`config.mk`:
```
export PLATFORM = sky130hd
export DESIGN_NAME = rsris_top
export DESIGN_NICKNAME = d
export VERILOG_FILES = /design/src/hdl/rsris_pkg.sv /design/src/hdl/rsris_top.sv /design/src/hdl/rsris_chan_mux.sv
export SDC_FILE = /design/constraint.sdc
export NUM_CORES = 1
export LEC_CHECK = 0
export ABC_AREA = 1
export BUFFER_PORTS_ARGS = -buffer_cell sky130_fd_sc_hd__buf_2
export CORE_MARGIN = 3
export CORE_UTILIZATION = 60
export DETAILED_ROUTE_END_ITERATION = 10
export PLACE_DENSITY = 0.82
export SLEW_MARGIN = 20
export SYNTH_ARGS = -nofsm -noshare
export SYNTH_HDL_FRONTEND = slang
export SYNTH_SLANG_ARGS = --single-unit
export TNS_END_PERCENT = 100
```
`constraint.sdc`:
```
create_clock -name sys_clk -period 5.1 [get_ports sys_clk]
set_input_delay 0 -clock sys_clk [delete_from_list [all_inputs] [get_ports sys_clk]]
set_output_delay 0 -clock sys_clk [all_outputs]
set_load 0.01 [all_outputs]
```
`src/hdl/rsris_pkg.sv`:
```
// Purpose: Constants and types for the relay switch reset and input select
// Assumes: Single 200 MHz clock, synchronous active-high reset
// Notes:   Supply comparator outputs arrive as plain synchronous inputs
// Functional notes
// Any reset turns channels off, registers default
// After any reset, set transmission error flag
// Undervoltage reset: reads return error diagnostic frame
// Hold undervoltage reset until all supplies good
// Assert undervoltage reset within one microsecond
// Reset command bit written one triggers reset
// Reset command clears configuration and diagnosis
// Limp home entry resets writable registers
// Limp home keeps reads, reports limp status
// Limp home ignores every command until exit
// Per-channel selector: off, pin one, two, on
// Unconnected input reads low, channel off
// Host waits up to 200 us after wake
// Limp high starts limp, wakes, routes channels four/five
// Limp home exit always enters sleep
// Sleep by commands only; entering resets banks
// Followed pin high means on, low off
// Selector encoding 00 off,01,10,11 on; default off
// Error flag held until read by frame
`default_nettype none
package rsris_pkg;
  // ---------------------------------------------------------------------
  // Sizes and encodings
  // ---------------------------------------------------------------------
  localparam int NUM_CHANNELS = 8;
  localparam int SEL_W        = 2;
  localparam logic [1:0] SEL_OFF     = 2'h0;
  localparam logic [1:0] SEL_PIN_ONE = 2'h1;
  localparam logic [1:0] SEL_PIN_TWO = 2'h2;
  localparam logic [1:0] SEL_ON      = 2'h3;
  localparam logic [15:0] SEL_RESET  = 16'h0000;
  localparam int LIMP_CH_A = 4;
  localparam int LIMP_CH_B = 5;
  localparam logic [7:0] DIAG_RESET  = 8'h00;
  // ---------------------------------------------------------------------
  // Timing
  // ---------------------------------------------------------------------
  localparam int CLK_PERIOD_PS   = 5000;
  localparam int UV_DELAY_US     = 1;
  localparam int UV_DELAY_MAX_PS = UV_DELAY_US * 1000 * 1000;
  // Longest time: round down, at least one cycle
  localparam int UV_DELAY_CYC    = (UV_DELAY_MAX_PS / CLK_PERIOD_PS) < 1 ?
                                   1 : (UV_DELAY_MAX_PS / CLK_PERIOD_PS);
  localparam int WAKE_TIME_US    = 200;
  localparam int WAKE_CYC        = WAKE_TIME_US * 1000000 / CLK_PERIOD_PS;
  // ---------------------------------------------------------------------
  // Types
  // ---------------------------------------------------------------------
  typedef enum logic [1:0] {
    CMD_NONE, CMD_WRITE_SEL, CMD_SLEEP, CMD_WAKE
  } rsris_cmd_type;
  typedef struct packed {
    logic          valid;
    rsris_cmd_type op;
    logic [15:0]   sel;
    logic          reset_bit;
  } rsris_cmd_req_type;
  typedef struct packed {
    logic       error_flag;
    logic       limp;
    logic       sleep;
    logic       uv_reset;
    logic [7:0] diag;
  } rsris_frame_type;
endpackage
`default_nettype wire

```
`src/hdl/rsris_top.sv`:
```
// Purpose: Reset sources, sleep and limp home control, channel selection
// Assumes: Supply-good comparators and limp input synchronous to sys_clk
// Notes:   Diagnosis bits are latched from an external detector input
`default_nettype none
module rsris_top
  import rsris_pkg::*;
#(
  parameter int NCH      = NUM_CHANNELS,
  parameter int UV_CYC   = UV_DELAY_CYC,
  parameter int WAKE_CNT = WAKE_CYC
) (
  input  wire logic              sys_clk,
  input  wire logic              rst,
  input  wire logic              vbb_good,
  input  wire logic              vdd_good,
  input  wire logic              limp_home_input,
  input  wire logic              input_pin_one,
  input  wire logic              input_pin_two,
  input  wire rsris_cmd_req_type cmd,
  input  wire logic              frame_read,
  input  wire logic [7:0]        diag_events,
  output logic [NCH-1:0]         channel_on,
  output logic [2*NCH-1:0]       channel_input_select,
  output rsris_frame_type        frame,
  output logic                   device_ready
);
  // ---------------------------------------------------------------------
  // State
  // ---------------------------------------------------------------------
  typedef enum logic [1:0] {
    ST_RUN, ST_SLEEP, ST_WAKING, ST_LIMP
  } rsris_mode_type;

  rsris_mode_type   mode;
  rsris_mode_type   next_mode;
  logic [15:0]      sel;
  logic [15:0]      next_sel;
  logic [7:0]       diag;
  logic [7:0]       next_diag;
  logic             error_flag;
  logic             next_error_flag;
  logic             uv_reset;
  logic             next_uv_reset;
  logic [31:0]      uv_cnt;
  logic [31:0]      next_uv_cnt;
  logic [31:0]      wake_cnt;
  logic [31:0]      next_wake_cnt;
  logic [NCH-1:0]   next_channel_on;
  logic [NCH-1:0]   drive;
  logic             supplies_ok;
  logic             any_reset;
  logic             cmd_ok;

  assign supplies_ok = vbb_good && vdd_good;

  // ---------------------------------------------------------------------
  // Undervoltage reset: asserted within the delay, held until good
  // ---------------------------------------------------------------------
  // Counter only guards the assert bound; release waits on supplies_ok
  always_comb begin
    next_uv_reset = uv_reset;
    next_uv_cnt   = 32'h0000_0000;
    if (supplies_ok) begin
      next_uv_reset = 1'b0;
    end else if (!uv_reset) begin
      next_uv_cnt = uv_cnt + 32'h0000_0001;
      if (uv_cnt + 32'h0000_0001 >= 32'(UV_CYC)) begin
        next_uv_reset = 1'b1;
      end
    end
  end

  always_ff @(posedge sys_clk) begin
    if (rst) begin
      uv_reset <= 1'b1;
      uv_cnt   <= 32'h0000_0000;
    end else begin
      uv_reset <= next_uv_reset;
      uv_cnt   <= next_uv_cnt;
    end
  end

  // Commands are refused in limp home and under undervoltage reset; asleep, only selector writes are refused
  assign cmd_ok = cmd.valid && !uv_reset && mode != ST_LIMP;

  // Reset sources that clear the banks this cycle
  assign any_reset = uv_reset
                  || (cmd_ok && cmd.reset_bit)
                  || (limp_home_input && mode != ST_LIMP);

  // ---------------------------------------------------------------------
  // Mode control: sleep, wake and limp home
  // ---------------------------------------------------------------------
  always_comb begin
    next_mode     = mode;
    next_wake_cnt = wake_cnt;
    case (mode)
      ST_RUN: begin
        if (limp_home_input) begin
          next_mode = ST_LIMP;
        end else if (cmd_ok && cmd.op == CMD_SLEEP) begin
          next_mode = ST_SLEEP;
        end
      end
      ST_SLEEP: begin
        if (limp_home_input) begin
          next_mode = ST_LIMP;
        end else if (cmd.valid && !uv_reset && cmd.op == CMD_WAKE) begin
          next_mode     = ST_WAKING;
          next_wake_cnt = 32'h0000_0000;
        end
      end
      ST_WAKING: begin
        next_wake_cnt = wake_cnt + 32'h0000_0001;
        if (limp_home_input) begin
          next_mode = ST_LIMP;
        end else if (wake_cnt + 32'h0000_0001 >= 32'(WAKE_CNT)) begin
          next_mode = ST_RUN;
        end
      end
      ST_LIMP: begin
        if (!limp_home_input) begin
          next_mode = ST_SLEEP;
        end
      end
      default: next_mode = ST_SLEEP;
    endcase
  end

  always_ff @(posedge sys_clk) begin
    if (rst) begin
      mode     <= ST_RUN;
      wake_cnt <= 32'h0000_0000;
    end else begin
      mode     <= next_mode;
      wake_cnt <= next_wake_cnt;
    end
  end

  // ---------------------------------------------------------------------
  // Register banks: selectors, diagnosis and transmission error flag
  // ---------------------------------------------------------------------
  // Reset outranks a write in the same cycle so defaults always win
  always_comb begin
    next_sel        = sel;
    next_diag       = diag | diag_events;
    next_error_flag = error_flag;
    if (frame_read) begin
      next_error_flag = 1'b0;
      next_diag       = diag_events;
    end
    if (any_reset || (cmd_ok && cmd.op == CMD_SLEEP)) begin
      next_sel        = SEL_RESET;
      next_diag       = DIAG_RESET;
      next_error_flag = 1'b1;
    end else if (cmd_ok && mode == ST_RUN && cmd.op == CMD_WRITE_SEL) begin
      next_sel = cmd.sel;
    end
    // Undervoltage keeps the flag up even if a frame is read
    if (uv_reset) begin
      next_error_flag = 1'b1;
    end
  end

  always_ff @(posedge sys_clk) begin
    if (rst) begin
      sel        <= SEL_RESET;
      diag       <= DIAG_RESET;
      error_flag <= 1'b1;
    end else begin
      sel        <= next_sel;
      diag       <= next_diag;
      error_flag <= next_error_flag;
    end
  end

  // ---------------------------------------------------------------------
  // Channel multiplexers
  // ---------------------------------------------------------------------
  genvar gi;
  generate
    for (gi = 0; gi < NCH; gi++) begin : g_ch
      rsris_chan_mux u_mux (
        .sel     (sel[2*gi +: 2]),
        .pin_one (input_pin_one),
        .pin_two (input_pin_two),
        .drive   (drive[gi])
      );
    end
  endgenerate

  // Limp home routes pins straight to channels four and five
  always_comb begin
    next_channel_on = drive;
    if (mode == ST_LIMP) begin
      next_channel_on            = '0;
      next_channel_on[LIMP_CH_A] = input_pin_one;
      next_channel_on[LIMP_CH_B] = input_pin_two;
    end
    if (any_reset || mode == ST_SLEEP || mode == ST_WAKING) begin
      next_channel_on = '0;
    end
  end

  // ---------------------------------------------------------------------
  // Output registers and status frame
  // ---------------------------------------------------------------------
  always_ff @(posedge sys_clk) begin
    if (rst) begin
      channel_on           <= '0;
      channel_input_select <= '0;
      frame                <= '0;
      device_ready         <= 1'b0;
    end else begin
      channel_on           <= next_channel_on;
      channel_input_select <= 16'(next_sel);
      // Reads stay served in limp home with the limp bit shown
      frame.error_flag     <= next_error_flag;
      frame.limp           <= (next_mode == ST_LIMP);
      frame.sleep          <= (next_mode == ST_SLEEP);
      frame.uv_reset       <= next_uv_reset;
      frame.diag           <= next_diag;
      device_ready         <= (next_mode == ST_RUN) && !next_uv_reset;
    end
  end

  // ---------------------------------------------------------------------
  // Checks
  // ---------------------------------------------------------------------
  // One cycle past the counter, since the raised reset is seen a cycle late
  localparam int UV_LIM = UV_CYC + 1;
  // Sampled rst term stops the release edge judging reset-time frame values
  a_uv_frame_err: assert property (
    @(posedge sys_clk) disable iff (rst)
    (uv_reset && !rst) |=> frame.error_flag)
    else $error("error flag low during undervoltage");
  a_uv_assert_bound: assert property (
    @(posedge sys_clk) disable iff (rst)
    $fell(supplies_ok) |-> ##[0:UV_LIM] (uv_reset || supplies_ok))
    else $error("undervoltage reset late");
  a_uv_hold: assert property (
    @(posedge sys_clk) disable iff (rst)
    (uv_reset && !supplies_ok) |=> uv_reset)
    else $error("undervoltage reset released early");
  a_uv_chan_off: assert property (
    @(posedge sys_clk) disable iff (rst)
    uv_reset |=> channel_on == '0)
    else $error("channels on during undervoltage");
  a_uv_not_ready: assert property (
    @(posedge sys_clk) disable iff (rst)
    (uv_reset && !supplies_ok) |=> !device_ready)
    else $error("ready shown during undervoltage");
  a_reset_chan_off: assert property (
    @(posedge sys_clk) disable iff (rst)
    any_reset |=> channel_on == '0 && sel == SEL_RESET)
    else $error("channels not off after reset");
  a_reset_sets_err: assert property (
    @(posedge sys_clk) disable iff (rst)
    any_reset |=> error_flag)
    else $error("error flag not set after reset");
  a_cmd_reset_diag: assert property (
    @(posedge sys_clk) disable iff (rst)
    (cmd_ok && cmd.reset_bit) |=> diag == DIAG_RESET)
    else $error("diagnosis not cleared by reset command");
  a_sel_write: assert property (
    @(posedge sys_clk) disable iff (rst)
    (cmd_ok && !any_reset && mode == ST_RUN && cmd.op == CMD_WRITE_SEL)
      |=> channel_input_select == $past(cmd.sel))
    else $error("selector write not taken");
  a_limp_no_write: assert property (
    @(posedge sys_clk) disable iff (rst)
    (mode == ST_LIMP) |=> $stable(sel))
    else $error("selector changed in limp home");
  a_limp_exit_sleep: assert property (
    @(posedge sys_clk) disable iff (rst)
    (mode == ST_LIMP && !limp_home_input) |=> mode == ST_SLEEP)
    else $error("limp exit did not sleep");
  a_limp_route: assert property (
    @(posedge sys_clk) disable iff (rst)
    (mode == ST_LIMP && limp_home_input && !uv_reset)
      |=> channel_on[LIMP_CH_A] == $past(input_pin_one))
    else $error("limp routing wrong");
  a_limp_route_b: assert property (
    @(posedge sys_clk) disable iff (rst)
    (mode == ST_LIMP && limp_home_input && !uv_reset)
      |=> channel_on[LIMP_CH_B] == $past(input_pin_two))
    else $error("limp routing of second pin wrong");
  a_limp_others_off: assert property (
    @(posedge sys_clk) disable iff (rst)
    (mode == ST_LIMP) |=> channel_on[LIMP_CH_A-1:0] == '0
      && channel_on[NCH-1:LIMP_CH_B+1] == '0)
    else $error("unrouted channel on in limp home");
  a_limp_entry: assert property (
    @(posedge sys_clk) disable iff (rst)
    (mode != ST_LIMP && limp_home_input) |=> sel == SEL_RESET
      && mode == ST_LIMP)
    else $error("limp entry did not reset");
  a_limp_frame: assert property (
    @(posedge sys_clk) disable iff (rst)
    (mode == ST_LIMP) |-> frame.limp)
    else $error("limp bit not reported");
  a_sleep_chan_off: assert property (
    @(posedge sys_clk) disable iff (rst)
    (mode == ST_SLEEP) |=> channel_on == '0)
    else $error("channel on while asleep");
  a_sleep_stays: assert property (
    @(posedge sys_clk) disable iff (rst)
    (mode == ST_SLEEP && !limp_home_input && !cmd.valid)
      |=> mode == ST_SLEEP)
    else $error("sleep left without a command");
  a_err_read_clr: assert property (
    @(posedge sys_clk) disable iff (rst)
    (frame_read && !any_reset && !uv_reset
      && !(cmd_ok && cmd.op == CMD_SLEEP)) |=> !error_flag)
    else $error("error flag not cleared by read");
  a_sel_follow: assert property (
    @(posedge sys_clk) disable iff (rst)
    (mode == ST_RUN && !any_reset && sel[1:0] == SEL_PIN_ONE)
      |=> channel_on[0] == $past(input_pin_one))
    else $error("channel did not follow pin");
endmodule
`default_nettype wire

```
`src/hdl/rsris_chan_mux.sv`:
```
// Purpose: One channel's drive choice from its two-bit selector
// Assumes: Input pins are already synchronous, pulled low when open
// Notes:   Purely combinational; the top registers the result
`default_nettype none
module rsris_chan_mux
  import rsris_pkg::*;
(
  input  wire logic [1:0] sel,
  input  wire logic       pin_one,
  input  wire logic       pin_two,
  output logic            drive
);
  // ---------------------------------------------------------------------
  // Selector decode
  // ---------------------------------------------------------------------
  // Open pin reads low, so a followed open pin switches off
  always_comb begin
    case (sel)
      SEL_OFF:     drive = 1'b0;
      SEL_PIN_ONE: drive = pin_one;
      SEL_PIN_TWO: drive = pin_two;
      SEL_ON:      drive = 1'b1;
      default:     drive = 1'b0;
    endcase
  end
endmodule
`default_nettype wire

```
# Yosys cells after proc, flatten, opt, wreduce, memory -nomap -nowiden
# Cells that the tools add are included.
# word_totals
regBits	105
input_bits	36
out_inout_bits	37
elab_cells	114
# classes
add_sub_neg	2
n_lt_le_gt_ge	2
eq_ne	35
n_mux	27
n_bitwise	1
reduce_logical	33
# ops
cell	n
$add A32 B1 Y32 const B	2
$mux W32	2
$pmux W32 S2	1
$eq A2 B2 Y1 const B	21
$ge A32 B16 Y1 const B	1
$ge A32 B8 Y1 const B	1
$pmux W1 S4	8
$eq A2 B1 Y1 const B	11
$logic_not A2 Y1	10
$mux W2	7
$logic_and A1 B1 Y1	10
$mux W8	1
$or A8 B8 Y8	1
$pmux W2 S4	1
$mux W1	6
$mux W6	1
$ne A2 B2 Y1 const B	3
$reduce_or A3 Y1	2
$logic_or A1 B1 Y1	5
$reduce_or A2 Y1	2
$reduce_and A3 Y1	1
$logic_not A1 Y1	2
$reduce_bool A2 Y1	1

# Longest topological paths before layout
# logic_depth
ltp_word	9
depth_mapped	16
ltp_nobuf	16

# By module
# From an unflattened synthesis, not the netlist that was laid out.
# hier_totals
hier_cells	883
area_unflattened_um2	5554.1
# by_module_without_submodules
mod	instances	cells_per_inst	area_per_inst_um2	seq_area_each_um2
rsris_top	1	851	5424.0	2102.0
rsris_chan_mux	8	4	16.3	0.0

# Worst setup path before layout
# Ideal clock, no wire load.
# synth_path
path_kind	reg2reg
from	register uv_cnt[0]
to	register device_ready
setup_ns	0.062
arrival_ns	1.736
required_ns	5.038
setup_slack_ns	3.302
path_stages_with_launch	14
n_path_buf	0
synth_period_minus_slack_ns	1.798
path_cell_list	dfxtp_1 -> ha_1 -> nand2_2 -> nor2_4 -> nand2_2 -> xor2_1 -> nand3_1 -> nor2_1 -> nand2_1 -> nor2_1 -> nand3_1 -> nand2_2 -> nand2_1 -> nor2_2
# synth_between
elab_chain_len	7
# synth_rtl
item	line	source
start: declaration	rsris_top.sv:44	logic [31:0] uv_cnt;
start signal: assignment	rsris_top.sv:79	uv_cnt <= next_uv_cnt;
$add A32 B1 Y32	rsris_top.sv:67	if (uv_cnt + 32'h0000_0001 >= 32'(UV_CYC)) begin
$ge A32 B8 Y1	rsris_top.sv:67	
$mux W1	rsris_top.sv:67	
$mux W1	rsris_top.sv:65	end else if (!uv_reset) begin
$mux W1	rsris_top.sv:63	if (supplies_ok) begin
$logic_not A1 Y1	rsris_top.sv:223	device_ready <= (next_mode == ST_RUN) && !next_uv_reset;
$logic_and A1 B1 Y1	rsris_top.sv:223	
end signal: assignment	rsris_top.sv:223	
end: declaration	rsris_top.sv:25	output logic device_ready
# Every way passes these cells.
# A chain may end at the register's enable or synchronous reset.

# Worst setup path in the final report
# layout_path
from	register mode[0]
to	register channel_on[7]
# layout_between
elab_chain_len	8
word_cells_on_any_way	12
cone_classes	eq/ne: 4; reduce/logical: 8
# layout_rtl
item	line	source
start: declaration	rsris_top.sv:34	rsris_mode_type mode;
start signal: assignment	rsris_top.sv:135	mode <= next_mode;
$ne A2 B2 Y1	rsris_top.sv:84, rsris_top.sv:89	
$logic_and A1 B1 Y1	rsris_top.sv:84	assign cmd_ok = cmd.valid && !uv_reset && mode != ST_LIMP;
$logic_and A1 B1 Y1	rsris_top.sv:88	|| (cmd_ok && cmd.reset_bit)
$logic_or A1 B1 Y1	rsris_top.sv:88	
$logic_or A1 B1 Y1	rsris_top.sv:89	|| (limp_home_input && mode != ST_LIMP);
$logic_or A1 B1 Y1 (2 in series)	rsris_top.sv:200	if (any_reset || mode == ST_SLEEP || mode == ST_WAKING) begin
$reduce_or A3 Y1 (no source line) *	--	
end signal: assignment	rsris_top.sv:215	channel_on <= next_channel_on;
end: declaration	rsris_top.sv:22	output logic [NCH-1:0] channel_on,
# Mark *: on every way between the ends. The rest lies on a longest branch, timed or not.

==> out/results.tsv <==
stage	metric	value	unit
worst_setup_path	Setup crit end kind	flip-flop	
sta	final worst slack	2460	ps
worst_setup_path	Worst R2R Setup Slack	2460	ps
clock_tree	clk_lat worst skew	380	ps
sta	Clock Skew	9.76	ps
logic_synthesis	Most used DFF post-synth	dfxtp_1	
routing	Initial DRC Count	267	
sta	count of pins over their slew limit	0	
die	width of the chip	103	um
routing	Residual DRC	0	
sta	unrepaired setup endpoints after global routing	no	
power_and_ir_drop	clock share of power	0.381	
sta	Setup TNS Final	0	ps
placed_design	post-place setup slack	2620	ps
sta	final setup vio count	0	
die	core area	8930	sq um
logic_synthesis	average size of a mapped cell	6.38	sq um
layout	most frequent cells in the layout	nand2_1, nor2_1, dfxtp_1	
layout	layout cell share with drive strength beyond 1	0.133	
routing	drt total wl	15600	um
power_and_ir_drop	Sw Share	0.244	
run	# Max-Cap Violations	0	
power_and_ir_drop	Int Power	1.16	mW
power_and_ir_drop	Flop pwr share	0.541	
clock_tree	Clock Tree Buf Depth	2	
die	Ports	73	
die	Starting Density	0.634	
logic_synthesis	count of different cell masters after synthesis	38	
global_route	largest net degree at the start of global routing	37	
clock_tree	CTS sink count	105	
layout	Layout Nets	1021	
global_route	vias in the first global route	5689	
logic_synthesis	Post-Syn Area	5670	sq um
die	Rows	34	
placed_design	gpl congestion	0.992	
worst_setup_path	Setup Crit Path Kind	flip-flop to flip-flop	
layout	n_diodes	0	
routing	antenna-violating nets left	0	
worst_setup_path	Worst R2R Path Depth	6	
die	Die ar.	10600	sq um
logic_synthesis	flop and latch count out of synthesis	105	
sta	max_slew headroom	0.313	
global_route	global-route wire length before repair	25600	um
routing	Vias/cell	5.53	
power_and_ir_drop	P_leak	2.62	nW
die	Die Y	103	um
sta	fin crit share	0.518	
sta	fmax	379	MHz
hold_path	Hold Path Origin	cmd[0]	
sta	hold_ws	59.3	ps
global_route	Total Routing Usage GR	0.300	
logic_synthesis	synthesized net count	927	
worst_setup_path	r2r startpoint	mode[0]	
layout	synth-to-layout area growth	16.8	%
clock_tree	clock root cell	clkbuf_8	
sta	worst-margin pin slew	1030	ps
worst_setup_path	Crit Path Max Fanout	27	
power_and_ir_drop	Pwr Density	233	nW/um^2
outcome	status	complete, no violations	
worst_setup_path	Req. time, crit path	5400	ps
hold_path	hold path endpoint	channel_on[5]	
power_and_ir_drop	Tot Pwr	1.54	mW
placed_design	port bufs	72	
global_route	initial antenna violation count	0	
logic_synthesis	async set or reset register ratio after synthesis	0	
sta	final hold violation count	0	
routing	via count	6057	
clock_tree	H-tree depth	3	
logic_synthesis	synth warn	0	
routing	WL/cell	14.3	um
clock_tree	Post-CTS Resized	0	
placed_design	DP Wirelength	10600	um
layout	commonest non-fill, non-tap cell in the layout	nand2_1	
power_and_ir_drop	combinational share of power	0.078	
logic_synthesis	Gate Count Post-Synth	888	
clock_tree	CTS Buf Count	9	
routing	1st-pass router iterations	5	
worst_setup_path	CP startpoint kind	flip-flop	
clock_tree	CTS tree	done	
hold_path	min-delay worst type	primary input to flip-flop	
logic_synthesis	sequential cell area fraction in the yosys report	0.371	
power_and_ir_drop	VDD IR-drop max	0.205	mV
clock_tree	clk slew on worst S/H paths	100	ps
global_route	Overflow after GRT	0	
logic_synthesis	Post-synth EDFFs	0	
worst_setup_path	critical path data arrival time	2940	ps
power_and_ir_drop	sw power	0.377	mW
sta	crit path time final	2640	ps
worst_setup_path	worst r2r dst	channel_on[7]	
hold_path	worst hold path cell count	6	
## power groups by stage
stage               Combinational, mW  Sequential [mW]  Clock (mW)
floorplan                      0.0616            0.852           0
finish                          0.120            0.834       0.588
CTS                             0.115            0.833       0.599
global placement               0.0937            0.852           0
global route                    0.130            0.835       0.634
detailed placement             0.0964            0.853           0
## sequential cells by signal (all words and copies together) (netlist names)
name,cells
frame,12
uv_reset,1
uv_cnt,32
channel_input_select,16
error_flag,1
device_ready,1
mode,2
channel_on,8
wake_cnt,32
## worst max path at each step
| stage | startpoint | endpoint | slack, ps | depth (start not counted) |
|---|---|---|---|---|
| 4_1_cts | mode[0] | channel_on[1] | 2600 | 6 |
| 3_3_place_gp | mode[0] | channel_on[2] | 2780 | 6 |
| 2_1_floorplan | uv_cnt[0] | device_ready | 3300 | 13 |
| 3_5_place_dp | mode[0] | channel_on[1] | 2620 | 6 |
| 5_1_grt | mode[0] | channel_on[2] | 2190 | 6 |
| 6_report | mode[0] | channel_on[7] | 2460 | 6 |
## metrics by stage
step                      instance area (sq um)  std cells  utilization
after floorplan                            5670        888            -
after global placement                     6100       1050        0.682
after detailed placement                   6100       1050        0.682
after CTS                                  6620       1095        0.740
after global routing                       6620       1095        0.741
final                                      6620       1095        0.741
## layout make-up
cell class | count | area [sq um]
clock buffer | 11 | 141
inverter | 79 | 298
tap | 108 | 135
timing repair buffer | 103 | 666
clock inverter | 5 | 86.3
sequential | 105 | 2100
multi-input combinational | 684 | 3190
fill | 719 | 2320
## what timing repair did
item,CTS,global route
endpoints found under the setup margin,0,0
setup buffers,0,0
endpoints found under the hold margin,36,0
hold buffers,29,0
## synth_stat cells, drive strengths merged, types with 2 or more instances
master	count	share of area
clkinv	7	0.0049
nand3	44	0.044
a221oi	2	0.0031
xor2	13	0.020
ha	3	0.0066
nand2	307	0.21
clkbuf	12	0.0079
nand3b	19	0.025
dfxtp	105	0.37
a21oi	78	0.069
o21bai	2	0.0026
nand4	22	0.024
or2	3	0.0033
nor3	7	0.0062
buf	8	0.0064
inv	72	0.048
o21ai	14	0.013
a211oi	2	0.0026
nor2	161	0.12
## critical path, stage by stage (launching register included)
cell and delay (ps):
dfxtp_1 430, inv_1 90, nand2_1 280, clkinv_1 720, nor3_1 510, nand3_1 320
a21oi_1 210
## routing by layer
layer	wire, um	vias to the layer above	GRT usage
li1	-	3021	-
met1	6280	2697	0.360
met2	7730	267	0.512
met3	897	72	0.0664
met4	714	0	0.141
met5	0	-	0
## kinds of logic (layout without fill, tap and decap cells)
family	Yosys count	in the layout	share of synthesized area
AND/OR/NAND/NOR	565	565	0.438
flip-flops	105	105	0.371
AO/OA/AOI/OAI	102	102	0.0960
buffers and inverters	99	198	0.0669
XOR/XNOR	14	14	0.0216
adder cells (fa/ha/maj)	3	3	0.00662
No activity file was read; power rests on OpenSTA's default activity.
